--- config.mk ---
export PLATFORM = sky130hd
export DESIGN_NAME = lsde_core
export DESIGN_NICKNAME = d
export VERILOG_FILES = /design/src/lsde_pkg.sv /design/src/lsde_core.sv
export SDC_FILE = /design/constraint.sdc
export NUM_CORES = 1
export LEC_CHECK = 0
export BUFFER_PORTS_ARGS = -buffer_cell sky130_fd_sc_hd__buf_4
export CORE_AREA = 4 4 124 126
export CTS_BUF_LIST = sky130_fd_sc_hd__clkbuf_4
export DETAILED_ROUTE_END_ITERATION = 10
export DIE_AREA = 0 0 128 130
export PLACE_DENSITY = 0.78
export SLEW_MARGIN = 0
export SYNTH_ARGS = -nofsm -noshare
export SYNTH_HDL_FRONTEND = slang
export SYNTH_SLANG_ARGS = --single-unit
--- constraint.sdc ---
create_clock -name i_mclk -period 0.8 [get_ports i_mclk]
set_input_delay 0.16 -clock i_mclk [delete_from_list [all_inputs] [get_ports i_mclk]]
set_output_delay 0.16 -clock i_mclk [all_outputs]
set_load 0.02 [all_outputs]
--- src/lsde_pkg.sv ---
// constants and types for the logical shift decode/execute block
package lsde_pkg;
  // ---------------------------------------------------------------
  // encoding fields
  // ---------------------------------------------------------------
  localparam logic [4:0]  NARROW_IMM_LSL = 5'h00;   // [15:11]
  localparam logic [4:0]  NARROW_IMM_LSR = 5'h01;
  localparam logic [9:0]  NARROW_REG_LSL = 10'h102; // [15:6]
  localparam logic [9:0]  NARROW_REG_LSR = 10'h103;
  localparam logic [11:0] WIDE_IMM_TOP   = 12'hEA4; // [31:20] s masked
  localparam logic [3:0]  WIDE_IMM_RN    = 4'hF;    // [19:16]
  localparam logic [10:0] WIDE_REG_TOP   = 11'h7D0; // [31:21] t masked
  localparam logic [3:0]  WIDE_REG_PAT   = 4'hF;    // [15:12]
  localparam logic [3:0]  WIDE_REG_ZERO  = 4'h0;    // [7:4]
  localparam logic [1:0]  TYPE_LSL       = 2'h0;
  localparam logic [1:0]  TYPE_LSR       = 2'h1;
  localparam logic [4:0]  AMT_ZERO       = 5'h00;
  localparam logic [5:0]  AMT_FULL       = 6'h20;   // 32
  localparam logic [7:0]  RS_LIMIT       = 8'h20;   // 32
  localparam int          WORD_W         = 32;

  typedef enum logic [1:0] {
    LSDE_OP_NONE,
    LSDE_OP_IMM,
    LSDE_OP_REG
  } lsde_op_e;
endpackage : lsde_pkg
--- src/lsde_core.sv ---
// decode and one-cycle execute of logical shift instructions
// ---------------------------------------------------------------
// Notes on behaviour
// RULE_01: flagged left shift by immediate writes zero-filled result, flags.
// RULE_02: flagged left shift by register writes result and updates flags.
// RULE_03: register shift counts use only the low eight bits of the register.
// RULE_04: plain right shift by immediate zero-fills and leaves flags alone.
// RULE_05: plain right shift by register zero-fills and leaves flags alone.
// RULE_06: left immediate amount is five bits, split high/low in wide form.
// RULE_07: right immediate amount of zero means a shift of thirty-two.
// RULE_08: narrow left shifts set flags only outside a predicated block.
// RULE_09: narrow right shifts set no flags inside a predicated block.
// RULE_10: narrow register form uses one field as source and destination.
// RULE_11: every form executes as a register copy with a shift type.
// RULE_12: wide forms, and narrow forms inside a predicated block, need the full-feature extension.
// RULE_13: flags take n from bit 31, z on zero, c last out, v unchanged.
// RULE_14: register counts of 32 up give zero; zero leaves value and carry.
// ---------------------------------------------------------------
module lsde_core
  import lsde_pkg::*;
(
  // clock and reset
  input  wire logic        i_mclk,
  input  wire logic        i_resetn,
  // instruction issue
  input  wire logic        i_valid,
  input  wire logic        i_wide,
  input  wire logic [31:0] i_instr,
  input  wire logic        i_inside_predicated_block,
  input  wire logic        i_full_ext,
  // operand values read for the decoded fields
  input  wire logic [31:0] i_src_value,
  input  wire logic [31:0] i_amt_value,
  input  wire logic        i_carry_in,
  // decoded operand fields
  output logic [3:0]       o_source_reg_field,
  output logic [3:0]       o_shift_amount_reg_field,
  // result
  output logic             o_wr_en,
  output logic [3:0]       o_wr_reg,
  output logic [31:0]      o_wr_data,
  output logic             o_flag_we,
  output logic             o_flag_n,
  output logic             o_flag_z,
  output logic             o_flag_c,
  output logic             o_undef
);

  // ---------------------------------------------------------------
  // decode
  // ---------------------------------------------------------------
  lsde_op_e    op;
  logic [1:0]  stype;
  logic [4:0]  short_shift_amount;
  logic [3:0]  dst;
  logic [3:0]  srcf;
  logic [3:0]  amtf;
  logic        setf;
  logic        need_ext;
  logic        hit;

  // narrow decode is combinational; operands arrive the same cycle
  always_comb begin
    op = LSDE_OP_NONE;
    stype = TYPE_LSL;
    short_shift_amount = AMT_ZERO;
    dst = 4'h0;
    srcf = 4'h0;
    amtf = 4'h0;
    setf = 1'b0;
    need_ext = 1'b1;
    if (!i_wide) begin
      srcf = {1'b0, i_instr[5:3]};
      dst = {1'b0, i_instr[2:0]};
      short_shift_amount = i_instr[10:6];
      if (i_instr[15:11] == NARROW_IMM_LSL &&
          i_instr[10:6] != AMT_ZERO) begin
        op = LSDE_OP_IMM; // RULE_11
        setf = !i_inside_predicated_block; // RULE_08
        need_ext = i_inside_predicated_block; // RULE_12
      end else if (i_instr[15:11] == NARROW_IMM_LSR) begin
        op = LSDE_OP_IMM;
        stype = TYPE_LSR;
        setf = !i_inside_predicated_block; // RULE_09
        need_ext = i_inside_predicated_block; // RULE_12
      end else if (i_instr[15:6] == NARROW_REG_LSL ||
                   i_instr[15:6] == NARROW_REG_LSR) begin
        op = LSDE_OP_REG; // RULE_11
        stype = i_instr[6] ? TYPE_LSR : TYPE_LSL;
        srcf = {1'b0, i_instr[2:0]}; // RULE_10
        amtf = {1'b0, i_instr[5:3]};
        setf = !i_inside_predicated_block; // RULE_08
        need_ext = i_inside_predicated_block; // RULE_12
      end
    end else begin
      dst = i_instr[11:8];
      srcf = i_instr[3:0];
      setf = i_instr[20];
      if ({i_instr[31:21], 1'b0} == WIDE_IMM_TOP &&
          i_instr[19:16] == WIDE_IMM_RN && !i_instr[5]) begin
        op = LSDE_OP_IMM; // RULE_11
        stype = {1'b0, i_instr[4]};
        short_shift_amount = {i_instr[14:12], i_instr[7:6]}; // RULE_06
        if (stype == TYPE_LSL && short_shift_amount == AMT_ZERO)
          op = LSDE_OP_NONE; // plain copy, not ours
      end else if ({i_instr[31:22], 1'b0} == WIDE_REG_TOP &&
                   !i_instr[22] &&
                   i_instr[15:12] == WIDE_REG_PAT &&
                   i_instr[7:4] == WIDE_REG_ZERO) begin
        op = LSDE_OP_REG; // RULE_11
        stype = {1'b0, i_instr[21]};
        amtf = i_instr[3:0];
        srcf = i_instr[19:16];
      end
    end
    hit = (op != LSDE_OP_NONE) && (stype[1] == 1'b0);
  end

  // ---------------------------------------------------------------
  // execute
  // ---------------------------------------------------------------
  logic [7:0]  cnt;
  logic [31:0] res;
  logic        cout;
  logic [32:0] wide_l;
  logic [32:0] wide_r;

  always_comb begin
    if (op == LSDE_OP_REG)
      cnt = i_amt_value[7:0]; // RULE_03
    else if (stype == TYPE_LSR && short_shift_amount == AMT_ZERO)
      cnt = {2'b00, AMT_FULL}; // RULE_07
    else
      cnt = {3'b000, short_shift_amount}; // RULE_06
    wide_l = {1'b0, i_src_value} << cnt[5:0];
    wide_r = {i_src_value, 1'b0} >> cnt[5:0];
    res = i_src_value;
    cout = i_carry_in;
    if (cnt == 8'h00) begin
      res = i_src_value; // RULE_14
      cout = i_carry_in;
    end else if (cnt > RS_LIMIT) begin
      res = '0; // RULE_14
      cout = 1'b0;
    end else if (stype == TYPE_LSL) begin
      res = wide_l[31:0]; // RULE_01 RULE_02
      cout = wide_l[32];
    end else begin
      res = wide_r[32:1]; // RULE_04 RULE_05
      cout = wide_r[0];
    end
  end

  // ---------------------------------------------------------------
  // result registers
  // ---------------------------------------------------------------
  logic go;
  assign go = i_valid && hit && !(need_ext && !i_full_ext);

  always_ff @(posedge i_mclk or negedge i_resetn) begin
    if (!i_resetn) begin
      o_wr_en <= 1'b0;
      o_wr_reg <= 4'h0;
      o_wr_data <= '0;
      o_flag_we <= 1'b0;
      o_flag_n <= 1'b0;
      o_flag_z <= 1'b0;
      o_flag_c <= 1'b0;
      o_undef <= 1'b0;
      o_source_reg_field <= 4'h0;
      o_shift_amount_reg_field <= 4'h0;
    end else begin
      o_wr_en <= go;
      o_wr_reg <= dst;
      o_wr_data <= res;
      o_flag_we <= go && setf; // RULE_04 RULE_05
      o_flag_n <= res[WORD_W-1]; // RULE_13
      o_flag_z <= (res == '0); // RULE_13
      o_flag_c <= cout; // RULE_13
      o_undef <= i_valid && hit && need_ext && !i_full_ext; // RULE_12
      o_source_reg_field <= srcf;
      o_shift_amount_reg_field <= amtf;
    end
  end

  // ---------------------------------------------------------------
  // checks
  // ---------------------------------------------------------------
  property p_zero_flag;
    @(posedge i_mclk) disable iff (!i_resetn)
      o_flag_we |-> (o_flag_z == (o_wr_data == '0));
  endproperty
  a_zero_flag: assert property (p_zero_flag) // RULE_13
    else $error("zero flag mismatch");

  property p_neg_flag;
    @(posedge i_mclk) disable iff (!i_resetn)
      o_flag_we |-> o_flag_n == o_wr_data[31];
  endproperty
  a_neg_flag: assert property (p_neg_flag) // RULE_13
    else $error("negative flag mismatch");

  property p_flag_needs_write;
    @(posedge i_mclk) disable iff (!i_resetn)
      o_flag_we |-> o_wr_en;
  endproperty
  a_flag_needs_write: assert property (p_flag_needs_write) // RULE_11
    else $error("flag update without write");

  property p_no_ext_undef;
    @(posedge i_mclk) disable iff (!i_resetn)
      (i_valid && i_wide && hit && !i_full_ext) |=> !o_wr_en && o_undef;
  endproperty
  a_no_ext_undef: assert property (p_no_ext_undef) // RULE_12
    else $error("wide shift executed without extension");

  property p_pred_noflag;
    @(posedge i_mclk) disable iff (!i_resetn)
      (i_valid && !i_wide && i_inside_predicated_block) |=> !o_flag_we;
  endproperty
  a_pred_noflag: assert property (p_pred_noflag) // RULE_08
    else $error("flags set inside predicated block");

  property p_big_count;
    @(posedge i_mclk) disable iff (!i_resetn)
      (go && op == LSDE_OP_REG && i_amt_value[7:0] > RS_LIMIT)
        |=> o_wr_data == '0;
  endproperty
  a_big_count: assert property (p_big_count) // RULE_14
    else $error("large count not zero");

  property p_zero_count;
    @(posedge i_mclk) disable iff (!i_resetn)
      (go && op == LSDE_OP_REG && i_amt_value[7:0] == 8'h00)
        |=> o_wr_data == $past(i_src_value) &&
            o_flag_c == $past(i_carry_in);
  endproperty
  a_zero_count: assert property (p_zero_count) // RULE_14
    else $error("zero count changed value");

  property p_lsr32;
    @(posedge i_mclk) disable iff (!i_resetn)
      (go && op == LSDE_OP_IMM && stype == TYPE_LSR &&
       short_shift_amount == AMT_ZERO)
        |=> o_wr_data == '0 && o_flag_c == $past(i_src_value[31]);
  endproperty
  a_lsr32: assert property (p_lsr32) // RULE_07
    else $error("right shift of 32 wrong");

endmodule : lsde_core

==> flow_metrics.py, run 1 <==
metrics = {
    "run_status": {
        "status": "stopped before the end",
        "stop_stage": "global routing",
        "error": "[ERROR GRT-0116] Global routing finished with congestion. Check the congestion regions in the DRC Viewer.",
    },
    "placement": {
        "portBuffers": 128,
        "placed_cell_area_um2": 11330,
        "hpwl_um": 33600,
        "dpl_worst_slack_ps": -3721,
        "place_congestion": 1.358,
    },
    "logic_synthesis": {
        "netlist_top_cells_area": "dfrtp_1 17%, mux2i_1 13%, nand2_1 7.1%",
        "ys_warn_count": 0,
        "seq_area_frac_synth": 0.1733,
        "synth_area_leader_cell": "dfrtp_1",
        "ys_async_sr_fraction": 1.000,
        "yosysTopAreaCellShare": 0.1733,
        "yosys-top-cells-count": "134 x nand2_1, 90 x mux2i_1, 82 x a21oi_1",
        "synthCells": 970,
        "synth_seq_cells": 49,
        "yosysMostFrequentCell": "nand2_1",
        "synth-edff-count": 0,
        "avgSynthCellArea_um2": 7.296,
        "synth-main-ff-cell": "dfrtp_1",
        "synth_area_um2": 7077,
        "syn-num-nets": 1073,
        "ys_types": 82,
    },
    "floorplan": {
        "initial_core_util": 0.4944,
        "fp.dieH_um": 130,
        "rows": 44,
        "ios": 153,
        "die_x_um": 128,
    },
    "grt": {
        "grt_pass1_vias": 15740,
        "grt_pass1_wl_um": 103100,
        "grt_max_degree": 50,
        "grtUsageTotal": 0.7976,
        "grt.overflow.total": 256,
    },
    "cts": {
        "cts-root-buf": "clkbuf_4",
        "cts.path.max_buffers": 2,
        "htreeDepth": 2,
        "numCtsBuffers": 5,
        "clkSinkCount": 49,
    },
}
-- stage by stage --
stage | hold slack, ps | instances
2_1_floorplan | -135.6 | 970
3_3_place_gp | 141.8 | 1609
3_5_place_dp | 146.7 | 1609
4_1_cts | 24.17 | 1668
-- kinds of logic after synthesis --
kind of cell | count (synthesis) | share of synthesized area
AO/OA/AOI/OAI | 360 | 0.3628
flip-flops | 49 | 0.1733
AND/OR/NAND/NOR | 343 | 0.2376
multiplexers | 110 | 0.1600
buffers and inverters | 108 | 0.06630
-- per-layer routing --
metal  global-route usage  overflow
met4               0.7996        87
met1               0.7812         8
met3               0.6648         6
met5               0.3559         0
met2               0.9627       155
-- repair_timing --
action,4_1_cts
endpoints found under the hold margin,49
gates resized for setup,261
gates cloned,2
buffers inserted,62
pin swaps,71
endpoints found under the setup margin,95
hold buffers,1
==> run 2: changes to the inputs <==
--- a/config.mk
+++ b/config.mk
@@ -6,11 +6,10 @@
 export NUM_CORES = 1
 export LEC_CHECK = 0
 export BUFFER_PORTS_ARGS = -buffer_cell sky130_fd_sc_hd__buf_4
-export CORE_AREA = 4 4 124 126
-export CTS_BUF_LIST = sky130_fd_sc_hd__clkbuf_4
+export CORE_AREA = 4 4 148 150
 export DETAILED_ROUTE_END_ITERATION = 10
-export DIE_AREA = 0 0 128 130
-export PLACE_DENSITY = 0.78
+export DIE_AREA = 0 0 152 154
+export PLACE_DENSITY_LB_ADDON = 0.15
 export SLEW_MARGIN = 0
 export SYNTH_ARGS = -nofsm -noshare
 export SYNTH_HDL_FRONTEND = slang
==> run 2 against run 1 <==
Against the previous run: the flow now finishes, with violations (setup timing); synthesized cell count stayed put; synthesized area is the same.
==> flow_metrics.py, run 2 <==
metrics = {
    "detailed_routing": {
        "routed-via-count": 11120,
        "routed_wl_um": 47720,
        "routed_via_density": 6.265,
        "drtPass1Iterations": 7,
        "drtAntennaViolNets": 0,
        "wl_per_cell_um": 26.89,
        "drc": 0,
        "drtIter0Drc": 1474,
    },
    "logic_synthesis": {
        "yosysTopAreaCellShare": 0.1733,
        "syn-num-nets": 1073,
        "synth-main-ff-cell": "dfrtp_1",
        "synth_area_um2": 7077,
        "synth-edff-count": 0,
        "synthCells": 970,
        "ys_types": 82,
        "synth_seq_cells": 49,
        "yosysMostFrequentCell": "nand2_1",
        "yosys-top-cells-count": "134 x nand2_1, 90 x mux2i_1, 82 x a21oi_1",
        "seq_area_frac_synth": 0.1733,
        "ys_warn_count": 0,
        "avgSynthCellArea_um2": 7.296,
        "netlist_top_cells_area": "dfrtp_1 17%, mux2i_1 13%, nand2_1 7.1%",
        "ys_async_sr_fraction": 1.000,
        "synth_area_leader_cell": "dfrtp_1",
    },
    "worst_setup_path": {
        "cp_max_fo": 9,
        "cp_data_arrival_time_ps": 4160,
        "critical_path_class": "in -> reg",
        "critPathRequiredTime_ps": 1010,
        "crit_path_start_kind": "input pin",
        "crit_top_cell": "buf_6",
        "path_buf_inv": 5,
        "slowest_delay_ps": 560,
        "slowest_stage": "or4_4",
        "path_cells": "buf_6 > or4_4 > nor4b_4 > buf_4 > mux2_4 > nand3_4 > buf_12 > buf_6 > buf_6 > nor2_4 > a32oi_1 > a21oi_1 > a21oi_1 > a221o_1 > or4_1 > or4_4 > nor3_2",
        "end_kind": "flop",
        "critPathTopFamily": "simple AND/OR/NAND/NOR gates",
    },
    "sta": {
        "fmax_ghz": 0.2532,
        "drv_slew": 0,
        "worst_pin_slew_ps": 696.7,
        "worst_slack_ps": -3149,
        "holdWs_ps": 138.6,
        "layout_min_cycle_time_ps": 3949,
        "rsz0062_at_grt": "yes",
        "finalCritPeriodShare": 4.937,
        "hold_viol": 0,
        "max_slew_margin": 0.5319,
        "setup_viol": 95,
        "tns_ps": -99510,
    },
    "job": {
        "maxCapViolations": 0,
    },
    "floorplan": {
        "initial_core_util": 0.3420,
        "dieArea_um2": 23410,
        "ios": 153,
        "fp.dieH_um": 154,
        "die_x_um": 152,
        "rows": 53,
        "core_um2": 20690,
    },
    "final_layout": {
        "utilization": 0.6603,
        "fin_nets": 1602,
        "seqCellArea_um2": 1226,
        "n_antenna_cell": 0,
        "largest_reg_flops": 31,
        "fillers": 1803,
        "syn_to_final_growth_pct": 93.05,
        "drive_above_1_share": 0.5573,
        "final_cell_mix": "502 x buf_4, 127 x nand2_1, 92 x buf_6, 67 x a21oi_1, 63 x mux2i_1",
        "top_register": "o_wr_data",
        "multi_input_area_um2": 6566,
        "final_common_cell": "buf_4",
    },
    "cts": {
        "clkSinkCount": 49,
        "numCtsBuffers": 5,
        "clk_pin_slew_ps": 70,
        "cts_tree": "yes",
        "htreeDepth": 2,
        "cts.path.max_buffers": 2,
        "cts-root-buf": "clkbuf_16",
    },
    "hold_path": {
        "hp-class": "in -> reg",
    },
    "grt": {
        "antenna_found_initial": 1,
        "grt_pass1_wl_um": 69310,
        "grt.overflow.total": 0,
        "grtUsageTotal": 0.3837,
        "grt_pass1_vias": 10770,
        "grt_max_degree": 36,
    },
    "power_and_ir_drop": {
        "ir_drop_mv": 0.8353,
        "p_leak_nw": 6.214,
        "powerDensity_nw_per_um2": 1092,
    },
    "run_status": {
        "status": "complete, but fails checks",
        "failed_checks": "setup timing",
    },
    "placement": {
        "place_congestion": 1.147,
        "hpwl_um": 37920,
        "portBuffers": 128,
    },
}
## run 2: cell counts after synthesis
No cell type changed its count.
## run 2: kinds of logic (layout without fill, tap and decap cells)
family | Yosys count | after routing | share of synthesized area
AOI/OAI and AO/OA | 360 | 360 | 0.3628
and+or+nand+nor | 343 | 343 | 0.2376
muxes | 110 | 110 | 0.1600
buffers and inverters | 108 | 638 | 0.06630
DFF | 49 | 49 | 0.1733
## run 2: what timing repair did
| action | in CTS | in global routing |
|---|---|---|
| gates cloned | 1 | 1 |
| hold endpoints to repair | 49 | 0 |
| buffers inserted | 35 | 16 |
| hold buffers | 1 | 0 |
| pin swaps | 30 | 27 |
| gates resized for setup | 223 | 99 |
| setup endpoints to repair | 95 | 95 |
## run 2: power breakdown
part | internal [mW] | leakage (nW) | switching [mW]
combinational | 4.75 | 5.53 | 5.19
sequential | 2.76 | 0.615 | 0.138
clock | 1.17 | 0.0704 | 0.913
total | 8.68 | 6.21 | 6.24
## run 2: final timing paths
check,startpoint,depth (start not counted),end
min in group asynchronous,i_resetn,2,o_source_reg_field[2]
max in group asynchronous,i_resetn,3,o_wr_data[14]
worst max-delay path,i_instr[9],17,o_flag_z
worst min-delay path,i_instr[0],2,o_shift_amount_reg_field[0]
## run 2: layout make-up
| class | count | area share |
|---|---|---|
| multi-input combinational | 813 | 0.4806 |
| timing repair buffer | 622 | 0.3912 |
| sequential | 49 | 0.08975 |
| tap | 275 | 0.02519 |
| clock buffer | 5 | 0.009158 |
| inverter | 8 | 0.002198 |
| clock inverter | 3 | 0.001832 |
## run 2: metal layers
metal  share of wire  routed length, µm  vias to the layer above  global-route usage
met3            0.12               5798                      211             0.08359
met4           0.072               3449                        0              0.2166
met2            0.42              20060                      811              0.5771
met5               0                  0                        -                   0
li1                -                  -                     4828                   -
met1            0.39              18410                     5270              0.5097
## run 2: stage by stage
step / setup WS, ps / area, µm² / power [mW] / std cells
2_1_floorplan: -3098 / 7325 / 6.336 / 970
3_3_place_gp: -3723 / 11670 / 11.04 / 1722
3_5_place_dp: -3769 / 11670 / 11.02 / 1722
4_1_cts: -3059 / 13090 / 14.18 / 1764
5_1_grt: -3286 / 13660 / 15.40 / 1775
6_report: -3149 / 13660 / 14.92 / 1775
Power figures use the tool's default switching activity.
==> run 3: changes to the inputs <==
--- a/config.mk
+++ b/config.mk
@@ -6,10 +6,13 @@
 export NUM_CORES = 1
 export LEC_CHECK = 0
 export BUFFER_PORTS_ARGS = -buffer_cell sky130_fd_sc_hd__buf_4
+export CELL_PAD_IN_SITES_DETAIL_PLACEMENT = 0
+export CELL_PAD_IN_SITES_GLOBAL_PLACEMENT = 1
 export CORE_AREA = 4 4 148 150
 export DETAILED_ROUTE_END_ITERATION = 10
 export DIE_AREA = 0 0 152 154
 export PLACE_DENSITY_LB_ADDON = 0.15
+export REMOVE_ABC_BUFFERS = 1
 export SLEW_MARGIN = 0
 export SYNTH_ARGS = -nofsm -noshare
 export SYNTH_HDL_FRONTEND = slang
==> run 3 against run 2 <==
Against the previous run: the run still ends with setup timing left; count of clock-buffer cells in the layout grew 1; global-route usage decreased by 0.77 points; setup slack worse by 100 ps; maximum frequency fell by 2.5%; combinational power barely moved; die area stayed put; sequential power hardly changed; wire length up 0.53%; largest cell class unchanged; largest power group unchanged.
==> flow_metrics.py, run 3 (synthesized netlist as in run 2, its figures left out) <==
metrics = {
    "power_and_ir_drop": {
        "switchingPower_mw": 6.116,
        "p_seq_frac": 0.196,
        "p_leak_nw": 6.408,
        "powerDensity_nw_per_um2": 1065,
        "comb_power_share": 0.670,
        "power.total_mw": 14.84,
        "clockPowerShare": 0.134,
        "switching_share": 0.4121,
        "ir_drop_mv": 0.8038,
        "intPower_mw": 8.725,
    },
    "final_layout": {
        "final_common_cell": "buf_4",
        "largest_reg_flops": 31,
        "syn_to_final_growth_pct": 96.99,
        "fin_nets": 1633,
        "fin_area_um2": 13940,
        "final_cell_mix": "510 x buf_4, 128 x nand2_1, 105 x buf_6, 73 x mux2i_1, 65 x a21oi_1",
        "drive_above_1_share": 0.5611,
        "instances_no_fill": 1806,
        "n_antenna_cell": 0,
        "top_register": "o_wr_data",
    },
    "floorplan": {
        "rows": 53,
        "initial_core_util": 0.3420,
        "core_um2": 20690,
        "die_x_um": 152,
        "fp.dieH_um": 154,
        "ios": 153,
        "dieArea_um2": 23410,
    },
    "detailed_routing": {
        "drtAntennaViolNets": 0,
        "drtIter0Drc": 1273,
        "routed_via_density": 6.247,
        "drc": 0,
        "drtPass1Iterations": 5,
        "wl_per_cell_um": 26.56,
        "routed_wl_um": 47970,
        "routed-via-count": 11280,
    },
    "sta": {
        "layout_min_cycle_time_ps": 4052,
        "tns_ps": -98780,
        "finalCritPeriodShare": 5.065,
        "worst_pin_slew_ps": 799.2,
        "worst_slack_ps": -3252,
        "hold_viol": 0,
        "drv_slew": 0,
        "setup_viol": 95,
        "fmax_ghz": 0.2468,
        "rsz0062_at_grt": "yes",
        "max_slew_margin": 0.4631,
    },
    "cts": {
        "htreeDepth": 2,
        "clkSinkCount": 49,
        "numCtsBuffers": 5,
        "cts-root-buf": "clkbuf_16",
        "cts.path.max_buffers": 2,
        "cts_tree": "yes",
        "clk_pin_slew_ps": 60,
    },
    "hold_path": {
        "hold_depth": 2,
        "hold_path_end": "o_wr_reg[1]",
        "hold_path_startpoint": "i_instr[1]",
        "hp-class": "in -> reg",
    },
    "placement": {
        "placed_cells": 1744,
        "hpwl_um": 37600,
        "place_congestion": 1.110,
        "portBuffers": 128,
        "placed_cell_area_um2": 11750,
    },
    "worst_setup_path": {
        "cp_data_arrival_time_ps": 4260,
        "critical_path_class": "in -> reg",
        "crit_path_start_kind": "input pin",
        "cp_max_fo": 6,
        "critPathRequiredTime_ps": 1000,
        "end_kind": "flop",
    },
    "run_status": {
        "failed_checks": "setup timing",
        "status": "complete, but fails checks",
    },
    "grt": {
        "grt_max_degree": 39,
        "antenna_found_initial": 1,
        "grt_pass1_wl_um": 67470,
        "grt_pass1_vias": 10350,
        "grtUsageTotal": 0.3760,
        "grt.overflow.total": 0,
    },
    "job": {
        "maxCapViolations": 0,
    },
}
==> run 3: changes by cell type in the layout (fill, tap and decap cells not counted), sizes merged <==
cell,before,now
bufbuf,1,0
buf,619,647
clkinvlp,1,2
inv,9,8
and3,10,11
clkinv,1,0
clkbuf,6,10
==> run 3: layout make-up <==
class                      count  area (µm²)
multi-input combinational    814        6480
tap                          275       344.1
fill                        1760        6749
clock buffer                   6       128.9
sequential                    49        1226
timing repair buffer         652        5717
clock inverter                 2       15.01
inverter                       8       30.03
==> run 3: metrics by stage <==
stage / setup WS, ps / hold slack, ps / utilization
5_1_grt: -3252 / 133.2 / 0.6738
2_1_floorplan: -5254 / -135.6 / -
3_5_place_dp: -3566 / 49.30 / 0.5681
3_3_place_gp: -3506 / 45.20 / 0.5681
4_1_cts: -3187 / 123.6 / 0.6200
6_report: -3252 / 128.2 / 0.6738
==> run 3: per-layer routing <==
metal  vias up  GRT usage  share of wire
met5         -          0        0.00029
met4         2     0.1798          0.068
met3       209    0.07768           0.12
met2       843     0.5764           0.43
met1      5333     0.5060           0.39
li1       4895          -              -
==> run 3: how the worst max path moves through the flow <==
stage | startpoint | end | slack, ps | cells after the start
after detailed placement | i_instr[10] | o_flag_z | -3570 | 14
after global placement | i_instr[10] | o_flag_z | -3510 | 14
after CTS | i_instr[10] | o_flag_z | -3190 | 14
after global routing | i_instr[10] | o_flag_z | -3250 | 15
final | i_instr[10] | o_flag_z | -3250 | 16
after floorplan | i_instr[12] | o_flag_z | -5250 | 11
==> run 3: critical path: stages <==
cell,delay (ps)
buf_6,90
or4_4,570
nor4b_4,210
buf_4,180
mux2_4,180
nand3_4,160
buf_6,180
nor4_4,400
or3_1,220
buf_12,130
nor2_1,50
a222oi_1,280
o311ai_2,240
or4_1,580
or4_4,450
nor3_2,170
==> run 3: power by group through the flow <==
stage	logic, mW	registers [mW]	clock network [mW]
after floorplan	2.67	3.27	0
after global placement	8.11	2.88	0
after detailed placement	8.09	2.89	0
after CTS	8.82	2.91	2.04
after global routing	10.2	2.92	2.14
final	9.94	2.90	1.99
==> run 3: timing repair <==
item,in CTS,in global routing
resized for setup,193,159
endpoints found under the setup margin,95,95
setup buffers,19,37
endpoints found under the hold margin,16,0
hold buffers,1,0
cloned,1,4
pin swaps,31,50
